`src/smw_regs.svh`:
```
// Constants for the static memory wait-state sequencer.
// Assumes one bus clock; all counts below are in whole bus clock cycles.
// Function
// Output enable follows chip select by delay
// Byte lanes follow chip select by delay
// Address leads output enable by delay
// Output enable lasts read wait minus delay plus one
// No enable pulse shorter than one cycle
// Read wait below delay: all switch together
// Strobe delay never exceeds read wait
// Extension bit adds one cycle before enable
// Extension bit shortens enable by one cycle
// Write enable after chip select: delay plus one
// Write enable lasts write wait minus delay plus one
// Write data valid before write enable
// Write byte lanes last pulse plus two, min three
// Address held one cycle after write enable
// Data held one cycle after write enable
// Address held one cycle after byte lanes
// Data held one cycle after write byte lanes
// Chip select releases no earlier than strobes
// Wait fields latched at each access start
`ifndef SMW_REGS_SVH
`define SMW_REGS_SVH

`define SMW_FIELD_W 5
`define SMW_CNT_W 7
`define SMW_ADDR_W 24
`define SMW_DATA_W 16
`define SMW_LANES 2
`define SMW_STROBE_OFF 1'b1
`define SMW_CNT_ZERO 7'h00
`define SMW_CNT_ONE 7'h01
`define SMW_WR_TAIL 7'h01
`define SMW_WR_LANE_EXTRA 7'h02

`endif

```
`src/smw_pkg.sv`:
```
// Types and span arithmetic for the static memory wait-state sequencer.
// Assumes smw_regs.svh supplies the widths.
`include "smw_regs.svh"

package smw_pkg;

    typedef enum logic [1:0] {SMW_IDLE, SMW_ACTIVE, SMW_HOLD, SMW_CAPT}
        smw_state_t;

    typedef struct packed {
        logic write;
        logic [`SMW_ADDR_W-1:0] addr;
        logic [`SMW_DATA_W-1:0] wdata;
        logic [`SMW_LANES-1:0] lanes;
    } smw_req_t;

    typedef struct packed {
        logic [`SMW_FIELD_W-1:0] output_enable_delay;
        logic [`SMW_FIELD_W-1:0] read_wait_count;
        logic [`SMW_FIELD_W-1:0] write_enable_delay;
        logic [`SMW_FIELD_W-1:0] write_wait_count;
        logic read_delay_ext;
    } smw_cfg_t;

    // Strobe length last - first + 1 - ext, never below one cycle.
    function automatic logic [`SMW_CNT_W-1:0] smw_span(
        input logic [`SMW_FIELD_W-1:0] last,
        input logic [`SMW_FIELD_W-1:0] first,
        input logic ext
    );
        logic [`SMW_CNT_W-1:0] d;
        d = `SMW_CNT_W'(last) - `SMW_CNT_W'(first) + `SMW_CNT_ONE
            - `SMW_CNT_W'(ext);
        if (last < first || d == `SMW_CNT_ZERO)
        begin
            d = `SMW_CNT_ONE;
        end
        return d;
    endfunction : smw_span

endpackage : smw_pkg

```
`src/smw_static_seq.sv`:
```
// Static memory cycle sequencer: one access per request, pins registered.
// Assumes request and configuration come from logic on clk_in; only the
// memory data bus is asynchronous and is synchronised.
`timescale 1ns/1ps
`include "smw_regs.svh"

module smw_static_seq
    import smw_pkg::*;
(
    // Clock and reset
    input wire logic clk_in,
    input wire logic sys_rst_in,
    // Configuration
    input wire smw_cfg_t cfg_in,
    // Request side
    input wire logic req_valid_in,
    input wire smw_req_t req_in,
    output logic req_ready_out,
    output logic done_out,
    output logic [`SMW_DATA_W-1:0] rdata_out,
    // Memory pins
    output logic chip_select_n_out,
    output logic output_enable_n_out,
    output logic write_enable_n_out,
    output logic [`SMW_LANES-1:0] byte_lane_select_n_out,
    output logic [`SMW_ADDR_W-1:0] addr_out,
    output logic [`SMW_DATA_W-1:0] data_out,
    output logic data_oe_out,
    input wire logic [`SMW_DATA_W-1:0] data_in
);

    localparam int CW = `SMW_CNT_W;

    smw_state_t state_ff, nxt_state;
    logic [CW-1:0] cnt_ff, nxt_cnt;
    logic wr_ff;
    logic [`SMW_LANES-1:0] lanes_ff;
    logic [CW-1:0] lane_on_ff, strb_on_ff, strb_off_ff, end_ff;
    logic [CW-1:0] rd_lim_ff, pulse_ff;
    logic [`SMW_DATA_W-1:0] sync1_ff, sync2_ff;
    logic done_ff;

    wire accept = req_valid_in && state_ff == SMW_IDLE;
    wire [CW-1:0] oen = CW'(cfg_in.output_enable_delay);
    wire [CW-1:0] rdw = CW'(cfg_in.read_wait_count);
    wire [CW-1:0] wen = CW'(cfg_in.write_enable_delay);
    wire rd_ordered = cfg_in.read_wait_count >= cfg_in.output_enable_delay;
    wire ext = cfg_in.read_delay_ext;

    // Read strobe start: delay plus extension, capped by the read wait; zero when the read wait is below the delay.
    wire [CW-1:0] rd_raw = oen + CW'(ext);
    wire [CW-1:0] rd_on = !rd_ordered ? `SMW_CNT_ZERO :
        (rd_raw > rdw ? rdw : rd_raw);
    wire [CW-1:0] rd_len = rd_ordered ?
        smw_span(cfg_in.read_wait_count, cfg_in.output_enable_delay,
                 ext) :
        rdw + `SMW_CNT_ONE;
    wire [CW-1:0] wr_len = smw_span(cfg_in.write_wait_count,
        cfg_in.write_enable_delay, 1'b0);
    wire [CW-1:0] we_on = wen + `SMW_CNT_ONE;
    wire [CW-1:0] we_off = we_on + wr_len;
    wire [CW-1:0] wr_end = we_off + `SMW_WR_TAIL;

    wire last_cycle = cnt_ff == end_ff - `SMW_CNT_ONE;

    always_comb
    begin
        nxt_state = state_ff;
        nxt_cnt = cnt_ff;
        case (state_ff)
            SMW_IDLE:
            begin
                nxt_cnt = `SMW_CNT_ZERO;
                if (req_valid_in)
                begin
                    nxt_state = SMW_ACTIVE;
                end
            end
            SMW_ACTIVE:
            begin
                nxt_cnt = cnt_ff + `SMW_CNT_ONE;
                if (last_cycle)
                begin
                    nxt_state = SMW_HOLD;
                end
            end
            SMW_HOLD:
            begin
                nxt_state = wr_ff ? SMW_IDLE : SMW_CAPT;
            end
            SMW_CAPT:
            begin
                nxt_state = SMW_IDLE;
            end
            default:
            begin
                nxt_state = SMW_IDLE;
            end
        endcase
    end

    wire [CW-1:0] lane_on_sel = accept ?
        (req_in.write ? wen : rd_on) : lane_on_ff;
    wire [CW-1:0] strb_on_sel = accept ?
        (req_in.write ? we_on : rd_on) : strb_on_ff;
    wire [CW-1:0] strb_off_sel = accept ?
        (req_in.write ? we_off : rd_on + rd_len) : strb_off_ff;
    wire [`SMW_LANES-1:0] lanes_sel = accept ? req_in.lanes : lanes_ff;

    // Pin levels follow the next state so they line up with the counter.
    wire nxt_act = nxt_state == SMW_ACTIVE;
    wire nxt_lane = nxt_act && nxt_cnt >= lane_on_sel;
    wire nxt_strb = nxt_act && nxt_cnt >= strb_on_sel &&
        nxt_cnt < strb_off_sel;
    wire nxt_wr = accept ? req_in.write : wr_ff;
    wire nxt_drive = nxt_wr && (nxt_act || nxt_state == SMW_HOLD);

    assign req_ready_out = state_ff == SMW_IDLE;
    assign done_out = done_ff;

    always_ff @(posedge clk_in or posedge sys_rst_in)
    begin
        if (sys_rst_in)
        begin
            state_ff <= SMW_IDLE;
            cnt_ff <= `SMW_CNT_ZERO;
        end
        else
        begin
            state_ff <= nxt_state;
            cnt_ff <= nxt_cnt;
        end
    end

    // Timing is frozen per access so mid-access config writes cannot
    // tear a cycle.
    always_ff @(posedge clk_in or posedge sys_rst_in)
    begin
        if (sys_rst_in)
        begin
            wr_ff <= 1'b0;
            lanes_ff <= '0;
            lane_on_ff <= `SMW_CNT_ZERO;
            strb_on_ff <= `SMW_CNT_ZERO;
            strb_off_ff <= `SMW_CNT_ONE;
            end_ff <= `SMW_CNT_ONE;
            rd_lim_ff <= `SMW_CNT_ZERO;
            pulse_ff <= `SMW_CNT_ONE;
            addr_out <= '0;
            data_out <= '0;
        end
        else if (accept)
        begin
            wr_ff <= req_in.write;
            lanes_ff <= req_in.lanes;
            lane_on_ff <= lane_on_sel;
            strb_on_ff <= strb_on_sel;
            strb_off_ff <= strb_off_sel;
            end_ff <= req_in.write ? wr_end : rd_on + rd_len;
            rd_lim_ff <= rdw;
            pulse_ff <= req_in.write ? wr_len : rd_len;
            addr_out <= req_in.addr;
            data_out <= req_in.wdata;
        end
    end

    always_ff @(posedge clk_in or posedge sys_rst_in)
    begin
        if (sys_rst_in)
        begin
            chip_select_n_out <= `SMW_STROBE_OFF;
            output_enable_n_out <= `SMW_STROBE_OFF;
            write_enable_n_out <= `SMW_STROBE_OFF;
            byte_lane_select_n_out <= '1;
            data_oe_out <= 1'b0;
        end
        else
        begin
            chip_select_n_out <= !nxt_act;
            output_enable_n_out <= !(nxt_strb && !nxt_wr);
            write_enable_n_out <= !(nxt_strb && nxt_wr);
            byte_lane_select_n_out <= nxt_lane ? ~lanes_sel : '1;
            data_oe_out <= nxt_drive;
        end
    end

    // Read data is captured two edges after the strobe closes.
    always_ff @(posedge clk_in or posedge sys_rst_in)
    begin
        if (sys_rst_in)
        begin
            sync1_ff <= '0;
            sync2_ff <= '0;
            rdata_out <= '0;
            done_ff <= 1'b0;
        end
        else
        begin
            sync1_ff <= data_in;
            sync2_ff <= sync1_ff;
            done_ff <= state_ff == SMW_CAPT ||
                (state_ff == SMW_HOLD && wr_ff);
            if (state_ff == SMW_CAPT)
            begin
                rdata_out <= sync2_ff;
            end
        end
    end

    // Helper: length of the current byte lane low phase.
    logic [CW-1:0] lane_len_ff;
    always_ff @(posedge clk_in or posedge sys_rst_in)
    begin
        if (sys_rst_in)
        begin
            lane_len_ff <= `SMW_CNT_ZERO;
        end
        else
        begin
            lane_len_ff <= (&byte_lane_select_n_out) ? `SMW_CNT_ZERO :
                lane_len_ff + `SMW_CNT_ONE;
        end
    end

    // Helper: length of the current write enable low phase.
    logic [CW-1:0] we_len_ff;
    always_ff @(posedge clk_in or posedge sys_rst_in)
    begin
        if (sys_rst_in)
        begin
            we_len_ff <= `SMW_CNT_ZERO;
        end
        else
        begin
            we_len_ff <= write_enable_n_out ? `SMW_CNT_ZERO :
                we_len_ff + `SMW_CNT_ONE;
        end
    end
endmodule : smw_static_seq

```
`config.mk`:
```
export PLATFORM = sky130hd
export DESIGN_NAME = smw_static_seq
export DESIGN_NICKNAME = d
export VERILOG_FILES = /design/src/smw_pkg.sv /design/src/smw_static_seq.sv
export VERILOG_INCLUDE_DIRS = /design/src
export SDC_FILE = /design/constraint.sdc
export NUM_CORES = 1
export LEC_CHECK = 0
export ABC_AREA = 1
export BUFFER_PORTS_ARGS = -buffer_cell sky130_fd_sc_hd__buf_4
export CAP_MARGIN = 20
export CORE_ASPECT_RATIO = 1.1
export CORE_MARGIN = 2
export CORE_UTILIZATION = 56
export DETAILED_ROUTE_END_ITERATION = 8
export GPL_ROUTABILITY_DRIVEN = 0
export GPL_TIMING_DRIVEN = 0
export PLACE_DENSITY = 0.81
export SYNTH_ARGS = -nofsm -noshare
export SYNTH_HDL_FRONTEND = slang
export SYNTH_SLANG_ARGS = --single-unit
```
`constraint.sdc`:
```
create_clock -name clk_in -period 6.15 [get_ports clk_in]
set_input_delay 1.23 -clock clk_in [delete_from_list [all_inputs] [get_ports clk_in]]
set_output_delay 1.23 -clock clk_in [all_outputs]
set_load 0.005 [all_outputs]
```
==> results by group <==
Run status
  • Run status: finished with violations
  • Failing checks: DRC

Worst setup path
  • Critical path capture point type: flip-flop
  • Cell depth of the worst flop-to-flop path: 17
  • Arrival @ worst endpoint: 6.13 ns
  • Type of origin of the critical path: input pin
  • Reg2Reg Launch Point: state_ff[1]
  • Critical Path Slowest Stage Cell: sky130_fd_sc_hd__fa_2
  • Crit path required time: 6.48 ns
  • WS Path Type: in -> reg
  • Slowest stage delay, CP: 0.53 ns
  • Worst reg2reg path endpoint: output_enable_n_out
  • R2r setup slk: 2.35 ns
  • CP dominant cell by count: sky130_fd_sc_hd__inv_1
  • Critical path fanouts, max: 6

Clock network
  • Clk Tree Root Cell: sky130_fd_sc_hd__clkbuf_16
  • H-tree levels: 4
  • Count of clock tree sinks: 135
  • Clock Path Buffers: 2
  • Clock tree from TritonCTS: done
  • Clk slew on worst S/H paths: 0.05 ns
  • Worst skew pair latency: 0.42 ns
  • Number of buffers created by CTS: 17

Power
  • Design Power: 4.00 mW
  • Switching power of the nets: 1.46 mW
  • Share of power burned in the clock network: 24.8%
  • Combinational share of power: 41.9%
  • Pwr per Cell Area: 429 mW/mm2
  • Leak Pwr: 5.06 nW
  • Internal power component: 2.54 mW
  • Peak VDD IR: 0.237 mV
  • Flop pwr share: 33.2%
  • Proportion of total power due to net switching: 36.5%

Synth
  • Count of unique library cells instantiated by Yosys: 51
  • Warnings from Yosys: 0
  • Top_reg_cell synth: sky130_fd_sc_hd__dfrtp_1
  • Synthesized Nets: 993
  • Register bit count reported by yosys: 135
  • EDFF count, synth: 0
  • Fraction of registers with async set or reset after synthesis: 100%
  • Average instance area after synthesis: 8.68 um2
  • Share of the yosys chip area belonging to registers: 46.1%
  • Gate count after technology mapping: 846
  • Post-synthesis instance area: 0.00735 mm2

Global route
  • Via count of the first global-routing pass: 5942
  • GRT overflow: 0
  • Number of antenna violations at the first check in global routing: 0
  • All-layer global routing usage: 25.4%
  • Pin count of the biggest net entering global routing: 74
  • Global-route wire length before repair: 27800 um

Detailed routing
  • Via count: 6289
  • Wire length on met3: 807 um
  • Metal1 wirelength: 7780 um
  • Vias per cell: 5.32
  • First-pass detailed-route iteration total: 7
  • Top metal layer carrying routed signals: met4
  • Overall routed net length: 18000 um
  • Detail Route Antenna Nets: 0
  • Met2 routed wirelength: 8930 um
  • Initial detailed-routing violation count: 486
  • Average wire per cell in the routed design: 15.2 um
  • Post-detailed-route DRC marker count: 11

Hold path
  • Worst min-delay path class: reg -> reg
  • Worst hold endpoint: sync2_ff[15]
  • Launch point of the worst hold path: sync1_ff[15]
  • Number of cells traversed by the worst hold path: 0

Place
  • Instance area at placement: 0.00866 mm2
  • Count of port buffers added during placement: 145
  • HPWL Detailed: 12900 um

Run
  • Count of max-cap constraint violations: 0

Floorplan
  • Effective utilization at floorplan: 57.9%
  • Chip Height: 124 um
  • Core region area: 0.0127 mm2
  • Die Area: 0.0141 mm2
  • Die width: 113 um
  • IO Pins: 147
  • Std-Cell Rows: 43

Final layout
  • Fraction of layout instances using a drive strength above 1: 24.8%
  • Leading cell type in the layout, fill and taps excluded: sky130_fd_sc_hd__nand2_1
  • Filler cells: 919
  • Number of inserted diodes: 0
  • Fin nets: 1160
  • Most frequent cells in the layout: sky130_fd_sc_hd__nand2_1 (212), sky130_fd_sc_hd__buf_4 (147), sky130_fd_sc_hd__dfrtp_1 (128), sky130_fd_sc_hd__inv_1 (105), sky130_fd_sc_hd__nor2_1 (63)
  • Final instance area: 0.00932 mm2
  • Utilization after layout: 73.4%
  • Area overhead of the layout relative to synthesis: 26.9%

STA
  • Max Slew Vio Count: 0
  • Final period util: 94.4%
  • Highest achievable clock rate: 0.172 GHz
  • Final count of hold timing violations: 0
  • Transition time at the pin with the least slew margin: 0.756 ns
  • Final worst path period need: 5.81 ns
  • Worst relative slew slack: 49.0%
  • Worst clock skew on the final layout: 0.00619 ns
  • Finish-stage setup viols: 0
power groups by stage:
stage | sequential [mW] | clock [mW] | combinational (mW)
5_1_grt | 1.36 | 1.04 | 1.89
6_report | 1.33 | 0.994 | 1.68
2_1_floorplan | 1.33 | 0 | 1.01
3_5_place_dp | 1.33 | 0 | 1.61
4_1_cts | 1.33 | 1.00 | 1.65
3_3_place_gp | 1.33 | 0 | 1.55
synth_stat cells (2+ instances only):
library cell	n	share of area, %
sky130_fd_sc_hd__or2_2	2	0.17
sky130_fd_sc_hd__xor2_1	20	2.4
sky130_fd_sc_hd__a22oi_1	8	0.82
sky130_fd_sc_hd__clkbuf_1	10	0.51
sky130_fd_sc_hd__a21oi_1	37	2.5
sky130_fd_sc_hd__nand4_1	5	0.43
sky130_fd_sc_hd__a211oi_1	4	0.41
sky130_fd_sc_hd__dfstp_2	7	2.5
sky130_fd_sc_hd__inv_1	108	5.5
sky130_fd_sc_hd__nand2_4	4	0.61
sky130_fd_sc_hd__xnor2_1	6	0.72
sky130_fd_sc_hd__ha_1	60	10
sky130_fd_sc_hd__nand3_2	6	0.82
sky130_fd_sc_hd__o22ai_1	5	0.43
sky130_fd_sc_hd__nor2_2	3	0.26
sky130_fd_sc_hd__o21bai_1	3	0.31
sky130_fd_sc_hd__nor3_1	11	0.75
sky130_fd_sc_hd__nand3_1	32	2.2
sky130_fd_sc_hd__buf_1	5	0.26
sky130_fd_sc_hd__dfrtp_1	128	44
sky130_fd_sc_hd__fa_1	4	1.1
sky130_fd_sc_hd__nand2_2	9	0.77
sky130_fd_sc_hd__mux2_2	16	2.5
sky130_fd_sc_hd__o21ai_0	31	2.1
sky130_fd_sc_hd__o21a_1	6	0.61
sky130_fd_sc_hd__o21ai_1	7	0.48
sky130_fd_sc_hd__nor2_1	63	3.2
sky130_fd_sc_hd__or2_1	3	0.26
sky130_fd_sc_hd__o41ai_1	2	0.24
sky130_fd_sc_hd__buf_2	3	0.20
sky130_fd_sc_hd__inv_2	6	0.31
sky130_fd_sc_hd__nand2_1	213	11
sequential cells by signal, summed over array words and instances, names as in the netlist:
signal,cells
write_enable_n_out,1
end_ff,7
chip_select_n_out,1
strb_on_ff,7
rdata_out,16
wr_ff,1
lane_on_ff,7
cnt_ff,7
byte_lane_select_n_out,2
sync1_ff,16
state_ff,2
strb_off_ff,7
addr_out,24
data_oe_out,1
data_out,16
output_enable_n_out,1
sync2_ff,16
done_out,1
lanes_ff,2
worst max-delay path by stage:
stage | start | endpoint | slack, ns | cells after the start
6_report | cfg_in[11] | write_enable_n_out | 0.34 | 37
5_1_grt | cfg_in[11] | output_enable_n_out | -0.02 | 39
2_1_floorplan | cfg_in[11] | write_enable_n_out | 0.29 | 33
3_3_place_gp | cfg_in[11] | write_enable_n_out | -0.37 | 34
3_5_place_dp | cfg_in[11] | write_enable_n_out | -0.47 | 34
4_1_cts | cfg_in[11] | write_enable_n_out | 0.08 | 35
critical path, delay by kind of cell:
family / cells / cell delay (ns)
adders and majority gates: 7 / 1.86
AOI/OAI and AO/OA: 8 / 1.17
and+or+nand+nor: 11 / 1.08
buffers and inverters: 10 / 0.66
xor gates and xnor gates: 1 / 0.15
metrics by stage:
step / TNS (ns) / instances / setup WS, ns / hold slack (ns)
finish: 0 / 1182 / 0.342 / 0.346
global route: -0.0267 / 1182 / -0.0212 / 0.357
CTS: 0 / 1181 / 0.0818 / 0.347
detailed placement: -0.914 / 1149 / -0.470 / 0.335
global placement: -11.55 / 1148 / -0.371 / 0.332
floorplan: 0 / 846 / 0.285 / 0.331
per-layer routing:
layer / global-route usage (%) / vias up
met5: 0 / -
met4: 10.3 / 0
met3: 5.01 / 47
met2: 43.1 / 207
met1: 32.3 / 2969
li1: - / 3066
layout make-up:
cell class	instances	area, um2	share of cell area (%)
plain buffers	18	71.3	0.765
flip-flops and latches	135	3390	36.3
repair buffers	148	1130	12.1
multi-input cells	578	3520	37.7
clock inverters	12	128	1.37
inverters	115	437	4.69
well taps	157	196	2.11
clock buffers	19	453	4.86
logic make-up after synthesis:
kind of cell	share of synthesized area, %
and+or+nand+nor	20.8
AOI/OAI and AO/OA	9.32
xor gates and xnor gates	3.10
other	0.0510
adders and majority gates	11.3
muxes	2.45
buffers and inverters	6.85
DFF	46.1
what timing repair did:
item                                    in CTS  in global routing
pin swaps                                    1                  5
endpoints found under the setup margin       1                  2
buffers inserted                             1                  1
gates resized for setup                      0                 17
hold buffers                                 0                  0
endpoints found under the hold margin        0                  0
No activity file was read; power rests on OpenSTA's default activity.
